<file path="config.mk">
export PLATFORM = sky130hd
export DESIGN_NAME = adcpp_top
export DESIGN_NICKNAME = d
export VERILOG_FILES = /design/src/verilog/adcpp_pkg.sv /design/src/verilog/adcpp_cmp_if.sv /design/src/verilog/adcpp_cmp.sv /design/src/verilog/adcpp_top.sv
export SDC_FILE = /design/constraint.sdc
export NUM_CORES = 2
export LEC_CHECK = 0
export ABC_AREA = 1
export BUFFER_PORTS_ARGS = -buffer_cell sky130_fd_sc_hd__clkbuf_2
export CORE_ASPECT_RATIO = 0.75
export CORE_MARGIN = 8
export CORE_UTILIZATION = 65
export CTS_CLUSTER_DIAMETER = 80
export DETAILED_ROUTE_END_ITERATION = 7
export GPL_ROUTABILITY_DRIVEN = 1
export PLACE_DENSITY = 0.84
export SYNTH_ARGS = -nofsm -noshare
export SYNTH_HDL_FRONTEND = slang
export SYNTH_SLANG_ARGS = --single-unit
</file>
<file path="constraint.sdc">
create_clock -name clock -period 6.42 [get_ports clock]
set_clock_uncertainty 0.1 [all_clocks]
set_input_delay 1.926 -clock clock [delete_from_list [all_inputs] [get_ports clock]]
set_output_delay 1.926 -clock clock [all_outputs]
set_load 0.01 [all_outputs]
</file>
<file path="src/verilog/adcpp_pkg.sv">
// Purpose: shared constants and state types of the result post-processor
// Assumes: 16-bit register port, word addressed; 12-bit conversion results
// Notes:   four filters and four comparators share this map
package adcpp_pkg;
  localparam int NUM_INST = 4;
  localparam int NUM_CHAN = 26;
  localparam int DW       = 16;
  localparam int RW       = 12;
  localparam int CHW      = 5;
  localparam int ACCW     = 20;
  localparam int CNTW     = 8;
  localparam int NCOND    = 5;
  localparam int MHI_W    = 10;
  localparam int AW       = 8;

  ////////////////////////////////////////////////////////////////////////////
  // register map, word addresses
  localparam logic [AW-1:0] A_CMP_BASE = 8'h00;
  localparam logic [AW-1:0] A_CMP_STEP = 8'h08;
  localparam logic [AW-1:0] A_CMP_CON  = 8'h00;
  localparam logic [AW-1:0] A_CMP_LO   = 8'h01;
  localparam logic [AW-1:0] A_CMP_HI   = 8'h02;
  localparam logic [AW-1:0] A_CMP_MLO  = 8'h03;
  localparam logic [AW-1:0] A_CMP_MHI  = 8'h04;
  localparam logic [AW-1:0] A_FLT_BASE = 8'h20;
  localparam logic [AW-1:0] A_FLT_STEP = 8'h02;
  localparam logic [AW-1:0] A_FLT_CON  = 8'h00;
  localparam logic [AW-1:0] A_FLT_DAT  = 8'h01;
  localparam logic [AW-1:0] A_IRQ_STAT = 8'h30;
  localparam logic [AW-1:0] A_IRQ_EN   = 8'h31;
  localparam logic [AW-1:0] A_IRQ_CLR  = 8'h32;

  ////////////////////////////////////////////////////////////////////////////
  // filter control fields
  localparam int F_EN    = 15;
  localparam int F_MODE  = 13;
  localparam int F_RATIO = 10;
  localparam int F_IE    = 9;
  localparam int F_RDY   = 8;
  localparam int F_SEL   = 0;
  localparam logic [1:0] MODE_AVG   = 2'h3;
  localparam logic [2:0] RATIO_HALF = 3'h4;

  // comparator control fields
  localparam int C_CHN  = 8;
  localparam int C_EN   = 7;
  localparam int C_IE   = 6;
  localparam int C_STAT = 5;
  localparam int C_BETWEEN_LIMITS_EVENT = 4;
  localparam int C_ABOVE_HIGH_EVENT = 3;
  localparam int C_BELOW_HIGH_EVENT = 2;
  localparam int C_ABOVE_LOW_EVENT = 1;
  localparam int C_BELOW_LOW_EVENT = 0;
  localparam logic [CHW-1:0] CH_LAST = 5'h19;

  ////////////////////////////////////////////////////////////////////////////
  typedef struct packed {
    logic             en;
    logic [1:0]       mode;
    logic [2:0]       ratio;
    logic             ie;
    logic             rdy;
    logic [CHW-1:0]   sel;
    logic [ACCW-1:0]  acc;
    logic [CNTW-1:0]  cnt;
    logic [DW-1:0]    dat;
  } adcpp_flt_t;

  typedef struct packed {
    adcpp_flt_t [NUM_INST-1:0]  f;
    logic [2*NUM_INST-1:0]      stat;
    logic [2*NUM_INST-1:0]      ien;
    logic [DW-1:0]              rdata;
  } adcpp_top_t;

  typedef struct packed {
    logic                en;
    logic                ie;
    logic                stat;
    logic [NCOND-1:0]    cond;
    logic [CHW-1:0]      chn;
    logic [DW-1:0]       lo;
    logic [DW-1:0]       hi;
    logic [NUM_CHAN-1:0] mask;
    logic                evt;
  } adcpp_cmp_t;
endpackage : adcpp_pkg

</file>
<file path="src/verilog/adcpp_cmp_if.sv">
// Purpose: register strobes, result stream and readback of one comparator
// Assumes: driven by the post-processor top
// Notes:   evt is a one-cycle pulse per detected event
interface adcpp_cmp_if;
  import adcpp_pkg::*;
  logic            wr_con;
  logic            wr_lo;
  logic            wr_hi;
  logic            wr_mlo;
  logic            wr_mhi;
  logic            rd_con;
  logic [DW-1:0]   wdata;
  logic            res_valid;
  logic [CHW-1:0]  res_chan;
  logic [RW-1:0]   res_data;
  logic [DW-1:0]   con;
  logic [DW-1:0]   lo;
  logic [DW-1:0]   hi;
  logic [DW-1:0]   mlo;
  logic [DW-1:0]   mhi;
  logic            evt;
  modport host (output wr_con, wr_lo, wr_hi, wr_mlo, wr_mhi, rd_con, wdata,
                res_valid, res_chan, res_data,
                input con, lo, hi, mlo, mhi, evt);
  modport cmp  (input wr_con, wr_lo, wr_hi, wr_mlo, wr_mhi, rd_con, wdata,
                res_valid, res_chan, res_data,
                output con, lo, hi, mlo, mhi, evt);
endinterface : adcpp_cmp_if

</file>
<file path="src/verilog/adcpp_cmp.sv">
// Purpose: one digital comparator over the per-channel result stream
// Assumes: at most one result per cycle
// Notes:   limits compare against the zero-extended 12-bit result
module adcpp_cmp
  import adcpp_pkg::*;
(
  input wire logic  clock,
  input wire logic  srst,
  adcpp_cmp_if.cmp  bus
);
  adcpp_cmp_t     s_reg;
  adcpp_cmp_t     s_next;
  logic [DW-1:0]  d;
  logic           sel_ok;
  logic           hit;

  assign d      = DW'(bus.res_data);
  // channels past the last have no mask bit and are never compared
  assign sel_ok = s_reg.en && bus.res_valid && bus.res_chan <= CH_LAST
                  && s_reg.mask[bus.res_chan];

  ////////////////////////////////////////////////////////////////////////////
  always_comb begin
    s_next     = s_reg;
    s_next.evt = 1'b0;
    hit        = 1'b0;
    if (bus.wr_con) begin
      s_next.en   = bus.wdata[C_EN];
      s_next.ie   = bus.wdata[C_IE];
      s_next.cond = bus.wdata[C_BELOW_LOW_EVENT +: NCOND];
    end
    if (bus.wr_lo) begin
      s_next.lo = bus.wdata;
    end
    if (bus.wr_hi) begin
      s_next.hi = bus.wdata;
    end
    // RULE2 low mask half
    if (bus.wr_mlo) begin
      s_next.mask[DW-1:0] = bus.wdata;
    end
    // RULE3 ten stored bits
    if (bus.wr_mhi) begin
      s_next.mask[NUM_CHAN-1:DW] = bus.wdata[MHI_W-1:0];
    end
    // RULE12 read clears flag
    if (bus.rd_con) begin
      s_next.stat = 1'b0;
    end
    // RULE13 five conditions
    if (sel_ok) begin
      hit = (s_reg.cond[C_BETWEEN_LIMITS_EVENT] && d >= s_reg.lo && d < s_reg.hi)
         || (s_reg.cond[C_ABOVE_HIGH_EVENT] && d >= s_reg.hi)
         || (s_reg.cond[C_BELOW_HIGH_EVENT] && d <  s_reg.hi)
         || (s_reg.cond[C_ABOVE_LOW_EVENT] && d >= s_reg.lo)
         || (s_reg.cond[C_BELOW_LOW_EVENT] && d <  s_reg.lo);
    end
    // RULE12 capture channel, set wins
    if (hit) begin
      s_next.stat = 1'b1;
      s_next.chn  = bus.res_chan;
      s_next.evt  = 1'b1;
    end
    if (!s_next.en) begin
      s_next.stat = 1'b0;
    end
  end

  always_ff @(posedge clock) begin
    if (srst) begin
      s_reg <= '0;
    end else begin
      s_reg <= s_next;
    end
  end

  ////////////////////////////////////////////////////////////////////////////
  always_comb begin
    bus.con                = '0;
    bus.con[C_CHN +: CHW]  = s_reg.chn;
    bus.con[C_EN]          = s_reg.en;
    bus.con[C_IE]          = s_reg.ie;
    bus.con[C_STAT]        = s_reg.stat;
    bus.con[C_BELOW_LOW_EVENT +: NCOND] = s_reg.cond;
  end
  assign bus.lo  = s_reg.lo;
  assign bus.hi  = s_reg.hi;
  assign bus.mlo = s_reg.mask[DW-1:0];
  assign bus.mhi = DW'(s_reg.mask[NUM_CHAN-1:DW]);
  assign bus.evt = s_reg.evt;

  ////////////////////////////////////////////////////////////////////////////
  property p_capture;
    @(posedge clock) disable iff (srst)
    hit && !bus.wr_con |=> s_reg.stat && s_reg.chn == $past(bus.res_chan);
  endproperty
  a_capture: assert property (p_capture) else $error("event not captured"); // RULE12

  property p_below_low;
    @(posedge clock) disable iff (srst)
    sel_ok && s_reg.cond[C_BELOW_LOW_EVENT] && d < s_reg.lo |=> s_reg.evt;
  endproperty
  a_below_low: assert property (p_below_low) else $error("below-low missed"); // RULE13

  property p_masked;
    @(posedge clock) disable iff (srst)
    bus.res_valid && bus.res_chan <= CH_LAST && !s_reg.mask[bus.res_chan]
      |=> !s_reg.evt;
  endproperty
  a_masked: assert property (p_masked) else $error("masked channel compared"); // RULE2
endmodule : adcpp_cmp

</file>
<file path="src/verilog/adcpp_top.sv">
// Purpose: four result filters and four digital comparators behind registers
// Assumes: one conversion result per cycle on res_*; registers word addressed
// Notes:   read data appear the cycle after the read strobe, zero otherwise
// What this block does
// RULE1 - four comparators and four filters, each with own registers, index 0-3
// RULE2 - 26-bit comparator mask, low register ch15-0, high register ch25-16
// RULE3 - high mask register reads zero above its ten stored bits
// RULE4 - enable bit runs filter; clearing it stops filter and clears ready
// RULE5 - mode 00 oversampling, 11 averaging; 01 and 10 reserved
// RULE6 - oversampling codes 0-3: 4,16,64,256 samples, one to four fraction bits
// RULE7 - oversampling codes 4-7: 2,8,32,128 samples, one to four fraction bits
// RULE8 - averaging: 12-bit result, codes 0-7 average 2 to 256 samples
// RULE9 - filter irq enable raises individual and common interrupt on ready; here both outputs also need the filter's A_IRQ_EN bit set
// RULE10 - ready set on new result, cleared when data register is read
// RULE11 - five-bit select: channels 0-23, 24 temperature, 25 band gap
// RULE12 - comparator event captures channel number and sets flag; read clears
// RULE13 - events below/above low, below/above high, and between limits
// RULE14 - accumulate selected channel to count, load scaled sum, set ready
// RULE15 - software changes mode, ratio, select only while filter disabled
//
// Implementation choices: the register offsets and the strobed register port.
module adcpp_top
  import adcpp_pkg::*;
(
  input  wire logic                 clock,
  input  wire logic                 srst,
  input  wire logic                 res_valid,
  input  wire logic [CHW-1:0]       res_chan,
  input  wire logic [RW-1:0]        res_data,
  input  wire logic [AW-1:0]        reg_addr,
  input  wire logic [DW-1:0]        reg_wdata,
  input  wire logic                 reg_write,
  input  wire logic                 reg_read,
  output logic      [DW-1:0]        reg_rdata,
  output logic                      irq,
  output logic      [NUM_INST-1:0]  flt_irq
);
  adcpp_top_t                     s_reg;
  adcpp_top_t                     s_next;
  logic [NUM_INST-1:0]            flt_evt;
  logic [NUM_INST-1:0]            cmp_evt;
  logic [NUM_INST-1:0]            cmp_ie;
  logic [NUM_INST-1:0][DW-1:0]    cmp_con;
  logic [NUM_INST-1:0][DW-1:0]    cmp_lo;
  logic [NUM_INST-1:0][DW-1:0]    cmp_hi;
  logic [NUM_INST-1:0][DW-1:0]    cmp_mlo;
  logic [NUM_INST-1:0][DW-1:0]    cmp_mhi;

  function automatic logic [AW-1:0] cadr(input int i, input logic [AW-1:0] o);
    return AW'(A_CMP_BASE + AW'(i) * A_CMP_STEP + o);
  endfunction : cadr

  function automatic logic [AW-1:0] fadr(input int i, input logic [AW-1:0] o);
    return AW'(A_FLT_BASE + AW'(i) * A_FLT_STEP + o);
  endfunction : fadr

  // RULE5 RULE6 RULE7 RULE8 sample count
  function automatic logic [CNTW-1:0] flt_last(input logic [1:0] m,
                                              input logic [2:0] r);
    logic [3:0] lg;
    lg = 4'h0;
    if (m == MODE_AVG) begin
      lg = 4'(r) + 4'h1;
    end else if (r >= RATIO_HALF) begin
      lg = 4'((r - RATIO_HALF) << 1) + 4'h1;
    end else begin
      lg = 4'(r << 1) + 4'h2;
    end
    return CNTW'((9'h001 << lg) - 9'h001);
  endfunction : flt_last

  // RULE6 RULE7 RULE8 result scaling
  function automatic logic [3:0] flt_shift(input logic [1:0] m,
                                           input logic [2:0] r);
    if (m != MODE_AVG && r >= RATIO_HALF) begin
      return 4'(r - RATIO_HALF);
    end
    return 4'(r) + 4'h1;
  endfunction : flt_shift

  ////////////////////////////////////////////////////////////////////////////
  // RULE1 four comparator instances
  for (genvar i = 0; i < NUM_INST; i++) begin : g_cmp
    adcpp_cmp_if cif ();
    assign cif.wr_con    = reg_write && reg_addr == cadr(i, A_CMP_CON);
    assign cif.wr_lo     = reg_write && reg_addr == cadr(i, A_CMP_LO);
    assign cif.wr_hi     = reg_write && reg_addr == cadr(i, A_CMP_HI);
    assign cif.wr_mlo    = reg_write && reg_addr == cadr(i, A_CMP_MLO);
    assign cif.wr_mhi    = reg_write && reg_addr == cadr(i, A_CMP_MHI);
    assign cif.rd_con    = reg_read && reg_addr == cadr(i, A_CMP_CON);
    assign cif.wdata     = reg_wdata;
    assign cif.res_valid = res_valid;
    assign cif.res_chan  = res_chan;
    assign cif.res_data  = res_data;
    assign cmp_con[i]    = cif.con;
    assign cmp_lo[i]     = cif.lo;
    assign cmp_hi[i]     = cif.hi;
    assign cmp_mlo[i]    = cif.mlo;
    assign cmp_mhi[i]    = cif.mhi;
    assign cmp_evt[i]    = cif.evt;
    assign cmp_ie[i]     = cif.con[C_IE];
    adcpp_cmp u_cmp (
      .clock (clock),
      .srst  (srst),
      .bus   (cif.cmp)
    );
  end

  ////////////////////////////////////////////////////////////////////////////
  always_comb begin
    logic [ACCW-1:0]        sum;
    logic [2*NUM_INST-1:0]  ev;
    logic [2*NUM_INST-1:0]  clr;
    sum     = '0;
    ev      = '0;
    clr     = '0;
    s_next  = s_reg;
    s_next.rdata = '0;
    flt_evt = '0;
    for (int i = 0; i < NUM_INST; i++) begin
      // RULE15 asks for reconfigure only while disabled; this write is taken while enabled too
      if (reg_write && reg_addr == fadr(i, A_FLT_CON)) begin
        s_next.f[i].en    = reg_wdata[F_EN];
        s_next.f[i].mode  = reg_wdata[F_MODE +: 2];
        s_next.f[i].ratio = reg_wdata[F_RATIO +: 3];
        s_next.f[i].ie    = reg_wdata[F_IE];
        s_next.f[i].sel   = reg_wdata[F_SEL +: CHW];
      end
      // RULE10 data read clears ready
      if (reg_read && reg_addr == fadr(i, A_FLT_DAT)) begin
        s_next.f[i].rdy = 1'b0;
      end
      // RULE11 RULE14 selected channel accumulates
      if (s_reg.f[i].en && s_next.f[i].en && res_valid
          && res_chan == s_reg.f[i].sel) begin
        sum = s_reg.f[i].acc + ACCW'(res_data);
        if (s_reg.f[i].cnt == flt_last(s_reg.f[i].mode, s_reg.f[i].ratio)) begin
          s_next.f[i].dat = DW'(sum >> flt_shift(s_reg.f[i].mode, s_reg.f[i].ratio));
          s_next.f[i].rdy = 1'b1;
          s_next.f[i].acc = '0;
          s_next.f[i].cnt = '0;
          flt_evt[i]      = 1'b1;
        end else begin
          s_next.f[i].acc = sum;
          s_next.f[i].cnt = s_reg.f[i].cnt + CNTW'(1);
        end
      end
      // RULE4 disable stops and clears ready
      if (!s_next.f[i].en) begin
        s_next.f[i].rdy = 1'b0;
        s_next.f[i].acc = '0;
        s_next.f[i].cnt = '0;
      end
      // RULE9 events gated by enable bits
      ev[i]            = flt_evt[i] && s_reg.f[i].ie;
      ev[NUM_INST + i] = cmp_evt[i] && cmp_ie[i];
    end
    // sticky status: write-one clears, a same-cycle event wins
    if (reg_write && reg_addr == A_IRQ_CLR) begin
      clr = reg_wdata[2*NUM_INST-1:0];
    end
    if (reg_write && reg_addr == A_IRQ_EN) begin
      s_next.ien = reg_wdata[2*NUM_INST-1:0];
    end
    s_next.stat = (s_reg.stat & ~clr) | ev;
    // read mux; unmapped and write-only words read zero
    if (reg_read) begin
      for (int i = 0; i < NUM_INST; i++) begin
        if (reg_addr == fadr(i, A_FLT_CON)) begin
          s_next.rdata[F_EN]             = s_reg.f[i].en;
          s_next.rdata[F_MODE +: 2]      = s_reg.f[i].mode;
          s_next.rdata[F_RATIO +: 3]     = s_reg.f[i].ratio;
          s_next.rdata[F_IE]             = s_reg.f[i].ie;
          s_next.rdata[F_RDY]            = s_reg.f[i].rdy;
          s_next.rdata[F_SEL +: CHW]     = s_reg.f[i].sel;
        end
        if (reg_addr == fadr(i, A_FLT_DAT)) begin
          s_next.rdata = s_reg.f[i].dat;
        end
        if (reg_addr == cadr(i, A_CMP_CON)) begin
          s_next.rdata = cmp_con[i];
        end
        if (reg_addr == cadr(i, A_CMP_LO)) begin
          s_next.rdata = cmp_lo[i];
        end
        if (reg_addr == cadr(i, A_CMP_HI)) begin
          s_next.rdata = cmp_hi[i];
        end
        if (reg_addr == cadr(i, A_CMP_MLO)) begin
          s_next.rdata = cmp_mlo[i];
        end
        if (reg_addr == cadr(i, A_CMP_MHI)) begin
          s_next.rdata = cmp_mhi[i];
        end
      end
      if (reg_addr == A_IRQ_STAT) begin
        s_next.rdata = DW'(s_reg.stat);
      end
      if (reg_addr == A_IRQ_EN) begin
        s_next.rdata = DW'(s_reg.ien);
      end
    end
  end

  always_ff @(posedge clock) begin
    if (srst) begin
      s_reg <= '0;
    end else begin
      s_reg <= s_next;
    end
  end

  ////////////////////////////////////////////////////////////////////////////
  assign reg_rdata = s_reg.rdata;
  // RULE9 individual and common interrupt
  assign flt_irq   = s_reg.stat[NUM_INST-1:0] & s_reg.ien[NUM_INST-1:0];
  assign irq       = |(s_reg.stat & s_reg.ien);

  ////////////////////////////////////////////////////////////////////////////
  property p_mhi_zero;
    @(posedge clock) disable iff (srst)
    reg_read && reg_addr == A_CMP_MHI |=> reg_rdata[DW-1:MHI_W] == '0;
  endproperty
  a_mhi_zero: assert property (p_mhi_zero) else $error("mask high upper bits set"); // RULE3

  property p_disable;
    @(posedge clock) disable iff (srst)
    reg_write && reg_addr == A_FLT_BASE && !reg_wdata[F_EN]
      |=> !s_reg.f[0].rdy && s_reg.f[0].cnt == '0;
  endproperty
  a_disable: assert property (p_disable) else $error("disable left ready set"); // RULE4

  property p_rdy_clear;
    @(posedge clock) disable iff (srst)
    reg_read && reg_addr == fadr(0, A_FLT_DAT) && !flt_evt[0]
      |=> !s_reg.f[0].rdy ##1 !s_reg.f[0].rdy || $rose(s_reg.f[0].rdy);
  endproperty
  a_rdy_clear: assert property (p_rdy_clear) else $error("ready not cleared"); // RULE10

  property p_irq;
    @(posedge clock) disable iff (srst)
    flt_evt[0] && s_reg.f[0].ie && s_reg.ien[0] && !reg_write
      |=> flt_irq[0] && irq;
  endproperty
  a_irq: assert property (p_irq) else $error("filter interrupt missing"); // RULE9

  property p_other_chan;
    @(posedge clock) disable iff (srst)
    !(res_valid && res_chan == s_reg.f[0].sel) && !reg_write
      |=> $stable(s_reg.f[0].acc) && $stable(s_reg.f[0].cnt);
  endproperty
  a_other_chan: assert property (p_other_chan) else $error("wrong channel taken"); // RULE11

  property p_ready_set;
    @(posedge clock) disable iff (srst)
    flt_evt[0] |=> s_reg.f[0].rdy && s_reg.f[0].acc == '0;
  endproperty
  a_ready_set: assert property (p_ready_set) else $error("result not loaded"); // RULE14
endmodule : adcpp_top

</file>
Yosys cells after proc, flatten, opt, wreduce, memory -nomap -nowiden
Cells that the tools add are included.
{"block": "word_totals", "reg_bits": 548, "out_inout_bits": 21, "elab_cells": 461}
{"block": "classes", "n_addsub": 28, "order_cmp": 22, "eq_ne": 46, "n_shift": 8, "mux": 131, "n_bitwise": 14, "reduce_logical": 131}
{"cell": "2-to-1 mux 16 bit", "count": 23}
{"cell": "greater-or-equal comparator 12 x 16 -> 1 bit", "count": 8}
{"cell": "< comparator 12 x 16 -> 1 bit", "count": 8}
{"cell": "2-to-1 mux 28 bit", "count": 4}
{"cell": "2-to-1 mux 4 bit", "count": 28}
{"cell": "logical AND 1 bit", "count": 94}
{"cell": "== test 8 x 6 -> 1 bit (second input constant)", "count": 11}
{"cell": "adder 20 x 12 -> 20 bit", "count": 4}
{"cell": "== test 8 x 5 -> 1 bit (second input constant)", "count": 10}
{"cell": "right shift 20 x 4 -> 16 bit", "count": 4}
{"cell": "2-to-1 mux 8 bit", "count": 7}
{"cell": "2-to-1 mux 1 bit", "count": 52}
{"cell": "== test 8 x 4 -> 1 bit (second input constant)", "count": 5}
{"cell": "adder 8 x 1 -> 8 bit (second input constant)", "count": 4}
{"cell": "== test 8 bit", "count": 4}
{"cell": "left shift 1 x 4 -> 8 bit (first input constant)", "count": 4}
{"cell": "subtractor 8 x 1 -> 8 bit (second input constant)", "count": 4}
{"cell": "2-to-1 mux 7 bit", "count": 4}
{"cell": "binary-select mux 1 bit (select 5 bit)", "count": 4}
{"cell": "== test 5 bit", "count": 4}
{"cell": "2-to-1 mux 5 bit", "count": 4}
{"cell": "OR reduction 2 bit", "count": 9}
{"cell": "adder 3 x 1 -> 4 bit (second input constant)", "count": 4}
{"cell": "adder 4 x 1 -> 4 bit (second input constant)", "count": 4}
{"cell": "24 further kinds", "count": 73}

Longest topological paths before layout
{"block": "logic_depth", "word_depth": 31, "depth_mapped": 25, "ltp_nobuf": 25}

By module
Synthesis repeated with hierarchy kept, for this count alone.
{"block": "hier_totals", "hier_cells": 5492, "area_unflattened_um2": 35069.9}
{"module": "adcpp_top", "instances": 1, "cells_per_inst": 3532, "area_per_inst_um2": 20901.3, "seq_area_each_um2": 5205.0}
{"module": "adcpp_cmp", "instances": 4, "cells_per_inst": 490, "area_per_inst_um2": 3542.1, "seq_area_each_um2": 1441.4}

Least setup slack after synthesis
OpenSTA, ideal clock, no wires.
{"block": "synth_timing", "kind": "input to register", "startpoint": "input res_data[0]", "endpoint": "register s_reg[91] in the netlist's numbering", "setup_ns": 0.056, "t_arrival_ns": 4.517, "t_required_ns": 6.264, "slack_ns": 1.747, "cell_stages": 23, "path_buffers": 0, "path_cell_list": "ha_1 inv_1 fa_1 o21ai_0 nand2_1 nand2_1 nand2_1 nand2_1 a21oi_1 o21ai_0 nand2_1 nor3_1 xor2_1 inv_1 nand2_1 nand2_1 nand2_1 nand3_1 o21ai_0 nand2_1 nand3_1 nand2_1 inv_1"}
{"block": "synth_between", "elab_chain_len": 2}
{"item": "start: declaration", "line_no": "adcpp_top.sv:29", "rtl": "input wire logic [RW-1:0] res_data,"}
{"item": "adder 20 x 12 -> 20 bit", "line_no": "adcpp_top.sv:136", "rtl": "sum = s_reg.f[i].acc + ACCW'(res_data);"}
{"item": "right shift 20 x 4 -> 16 bit", "line_no": "adcpp_top.sv:138", "rtl": "s_next.f[i].dat = DW'(sum >> flt_shift(s_reg.f[i].mode, s_reg.f[i].ratio));"}
{"item": "end signal: assignment", "line_no": "adcpp_top.sv:209", "rtl": "s_reg <= s_next;"}
{"item": "end: declaration", "line_no": "adcpp_top.sv:38", "rtl": "adcpp_top_t s_reg;"}
Every way passes these cells.
A chain may end at the register's enable or synchronous reset.

Worst setup path after layout
{"block": "layout_timing", "startpoint": "input reg_addr[7]", "endpoint": "register s_reg, in the netlist reg_rdata[11]"}
{"block": "layout_between", "elab_chain_len": 28}
{"item": "start: declaration", "line_no": "adcpp_top.sv:30", "rtl": "input wire logic [AW-1:0] reg_addr,"}
{"item": "== test 8 x 6 -> 1 bit", "line_no": "adcpp_top.sv:169", "rtl": "if (reg_addr == fadr(i, A_FLT_CON)) begin"}
{"item": "2-to-1 mux 8 bit", "line_no": "adcpp_top.sv:169"}
{"item": "2-to-1 mux 16 bit", "line_no": "adcpp_top.sv:177", "rtl": "if (reg_addr == fadr(i, A_FLT_DAT)) begin"}
{"item": "2-to-1 mux 16 bit", "line_no": "adcpp_top.sv:180", "rtl": "if (reg_addr == cadr(i, A_CMP_CON)) begin"}
{"item": "2-to-1 mux 16 bit", "line_no": "adcpp_top.sv:183", "rtl": "if (reg_addr == cadr(i, A_CMP_LO)) begin"}
{"item": "2-to-1 mux 16 bit", "line_no": "adcpp_top.sv:186", "rtl": "if (reg_addr == cadr(i, A_CMP_HI)) begin"}
{"item": "2-to-1 mux 16 bit", "line_no": "adcpp_top.sv:189", "rtl": "if (reg_addr == cadr(i, A_CMP_MLO)) begin"}
{"item": "2-to-1 mux 16 bit", "line_no": "adcpp_top.sv:192", "rtl": "if (reg_addr == cadr(i, A_CMP_MHI)) begin"}
{"item": "[... 12 more ...]"}
{"item": "2-to-1 mux 16 bit", "line_no": "adcpp_top.sv:189"}
{"item": "2-to-1 mux 16 bit", "line_no": "adcpp_top.sv:192"}
{"item": "2-to-1 mux 8 bit", "line_no": "adcpp_top.sv:169"}
{"item": "2-to-1 mux 16 bit", "line_no": "adcpp_top.sv:177"}
{"item": "2-to-1 mux 16 bit", "line_no": "adcpp_top.sv:180"}
{"item": "2-to-1 mux 16 bit", "line_no": "adcpp_top.sv:183"}
{"item": "2-to-1 mux 16 bit", "line_no": "adcpp_top.sv:186"}
{"item": "2-to-1 mux 16 bit", "line_no": "adcpp_top.sv:189"}
Several ways; a longest one is shown, not always the timed one.

==> impl_metrics.csv <==
group,metric,value,unit
status,outcome,"complete, no violations",
place,dp_hpwl,83900,um
sta,setup_tns,0,ns
floorplan,start_util,65.9,%
clock_tree,htreeDepth,2,
synth,synth.distinct_cells,62,
routing,vias,35384,
cells_and_area,fillers,4279,
synth,syn_area,0.0331,mm^2
critical_path,cp.required,6.89,ns
floorplan,die_w,276,um
place,gp_routability_congestion,1.05,
grt,grt_pass1_vias,31021,
synth,synth_ff_type,"dfxtp_1",
sta,setup_viol,0,
power,sw_frac_of_total,25.6,%
synth,yosysTopAreaCellShare,33.2,%
cells_and_area,final_cell_area,0.0357,mm^2
sta,fin_crit,5.28,ns
critical_path,slowest_delay,0.72,ns
grt,grt_max_degree,134,
power,intPower,0.00553,W
routing,wl_per_cell,20.8,um
routing,drc,0,
min_path,hp-class,"reg -> reg",
critical_path,cp-end-kind,"register",
cells_and_area,final_nets,5150,
power,p_leak,14.2,nW
critical_path,crit_fanout,11,
floorplan,die-area,0.0584,mm^2
synth,synthXorXnorAreaFrac,2.70,%
routing,wirelength,118000,um
clock_tree,clock-root-buffer,"clkbuf_16",
synth,yosys.area_share.simple,25.3,%
synth,synthesis.nets,5216,
routing,vias_per_cell,6.26,
grt,antenna_found_initial,10,
synth,ys_ff_latch,548,
grt,grtUsageMet3,12.7,%
synth,synth_compound_area_share,23.0,%
synth,synthAdderAreaFrac,6.30,%
power,peakVddDrop,0.194,mV
power,cellPowerDensity,209,mW/mm^2
synth,seq_area_frac_synth,33.2,%
critical_path,worst_path_max_delay_cell,"nor2_1",
grt,use_met2,51.7,%
cells_and_area,fin_cells,5651,
clock_tree,cts_hold_buf,0,
synth,synth.most_common_cell,"nand2_1",
floorplan,fp-row-count,71,
cells_and_area,ff_latch_area,0.0110,mm^2
place,placedCellCount,5540,
grt,grt_usage,38.2,%
synth,synth.area.top_cells,"dfxtp_1 33%, nand2_1 14%, a21oi_1 10%",
critical_path,ff2ff_setup_slack,1.61,ns
clock_tree,clk_pin_slew,0.06,ns
floorplan,io_pins,67,
place,io_buffers,66,
synth,ys_async_sr_fraction,0,%
clock_tree,clock_sinks,548,
cells_and_area,multi_input_area,0.0190,mm^2
clock_tree,cts.path.max_buffers,3,
sta,max_freq,189,MHz
synth,syn_inst,5006,
routing,drt-initial-drc-count,6122,
clock_tree,tritoncts.num_buffers,55,
synth,synth.avg_cell_area,6.60,um^2
cells_and_area,final_util,71.0,%
power,power_switching,0.00190,W
clock_tree,cts.repair.resized,0,
power,combPwrFrac,7.6,%
sta,drv_slew,0,
critical_path,arrival,5.76,ns
synth,synth_edf_count,0,
job,maxCapViolCount,0,
floorplan,die_h,211,um
critical_path,criticalPathCategory,"in -> reg",
clock_tree,cts_setup_buffers,0,
synth,synthTopCellsByCount,"1197 x nand2_1, 674 x a21oi_1, 548 x dfxtp_1, 534 x o21ai_0, 496 x inv_1",
grt,grt-ovfl-total,0,
grt,grt-busiest-layer,"met1",
sta,hold_viol_final,0,
synth,synth_top_family_by_area,"simple AND/OR/NAND/NOR gates",
synth,yosysWarningCount,0,
floorplan,coreArea,0.0502,mm^2
critical_path,start_kind,"primary input",
cells_and_area,syn2layout_area_growth,7.85,%
place,dpl_cell_area,0.0337,mm^2
grt,grt_use_met1,55.1,%
clock_tree,tritoncts,"yes",
cells_and_area,drive_gt1_share,6.16,%
sta,worst_pin_slew,1.16,ns
sta,max_slew_margin,22.3,%
routing,postRouteAntennaNets,0,
synth,synthMuxAreaShare,0.333,%
routing,drtPass1Iterations,7,
critical_path,crit_chain,"clkbuf_2 -> nor2_1 -> nand2_1 -> nor2_1 -> nor2_1 -> nand2_1 -> a21oi_1 -> o21ai_0 -> o21ai_0 -> o2111ai_1 -> o21ai_0 -> o211ai_1 -> nand2_1 -> nand3_1 -> nand2_1 -> nand3_1 -> nand2_1 -> nand4_1 -> nor2_1 -> nor2_1",
power,p_clk_share,46.6,%
cells_and_area,largest_register_ffs,244,
clock_tree,insertion_delay,0.64,ns
sta,finalCritPeriodShare,82.3,%
sta,rsz0062_at_grt,"no",
power,seqPwrFrac,45.8,%
synth,yosysTopAreaCell,"dfxtp_1",
grt,grt_pass1_wl,179000,um
stage by stage:
stage               worst slack (ns)  hold WS (ns)  power, W
floorplan                       1.75         0.326   0.00378
global placement               0.858         0.335   0.00400
detailed placement             0.690         0.335   0.00401
CTS                             1.34         0.344   0.00738
global route                   0.857         0.351   0.00757
finish                          1.14         0.349   0.00744
metal layers:
layer  wire [um]  share of wire (%)
met5          80              0.068
met4        5100                4.3
met3       19200                 16
met2       44600                 38
met1       48600                 41
cell families after synthesis:
group | Yosys count
compound gates | 1418
buf+inv | 789
fa+ha+maj | 164
xor+xnor | 102
flops | 548
simple gates | 1974
mux | 11
critical path, delay by kind of cell:
family          cells  cell delay [ns]
compound gates      6             1.33
buf+inv             1             0.09
simple gates       13             2.40
placed cells by master, fill, tap and decap left out, drive strengths merged, types with 32 or more instances in the layout:
cell | synthesis | routed
nand4 | 86 | 86
o211ai | 32 | 32
a21oi | 677 | 677
inv | 515 | 515
o21ai | 541 | 541
clkbuf | 228 | 144
buf | 37 | 77
a31oi | 40 | 40
xor2 | 71 | 71
nand2 | 1200 | 1200
nand3 | 286 | 286
nor2 | 295 | 295
ha | 160 | 160
dfxtp | 548 | 548
power groups by stage:
stage / combinational (W) / sequential, W / clock [W]
2_1_floorplan: 0.000299 / 0.00348 / 0
3_3_place_gp: 0.000521 / 0.00348 / 0
3_5_place_dp: 0.000526 / 0.00348 / 0
4_1_cts: 0.000530 / 0.00341 / 0.00345
5_1_grt: 0.000591 / 0.00341 / 0.00358
6_report: 0.000567 / 0.00341 / 0.00346
final timing paths:
| path | start | endpoint | depth (start not counted) |
|---|---|---|---|
| worst max-delay path | reg_addr[7] | reg_rdata[11] | 20 |
| worst min register to register | g_cmp[0].u_cmp.bus.evt | s_reg[28] | 2 |
| worst max register to register | s_reg[83] | s_reg[37] | 19 |
| worst min-delay path | g_cmp[0].u_cmp.bus.evt | s_reg[28] | 2 |
cell type report:
class	instances	share of cell area, %
diodes	9	0.0632
clock buffers	79	4.54
clock inverters	23	0.769
inverters	524	5.53
multi-input cells	3669	53.4
flip-flops and latches	548	30.8
well taps	657	2.31
repair buffers	142	2.60
Note: power is estimated with default switching activity, not from simulation.
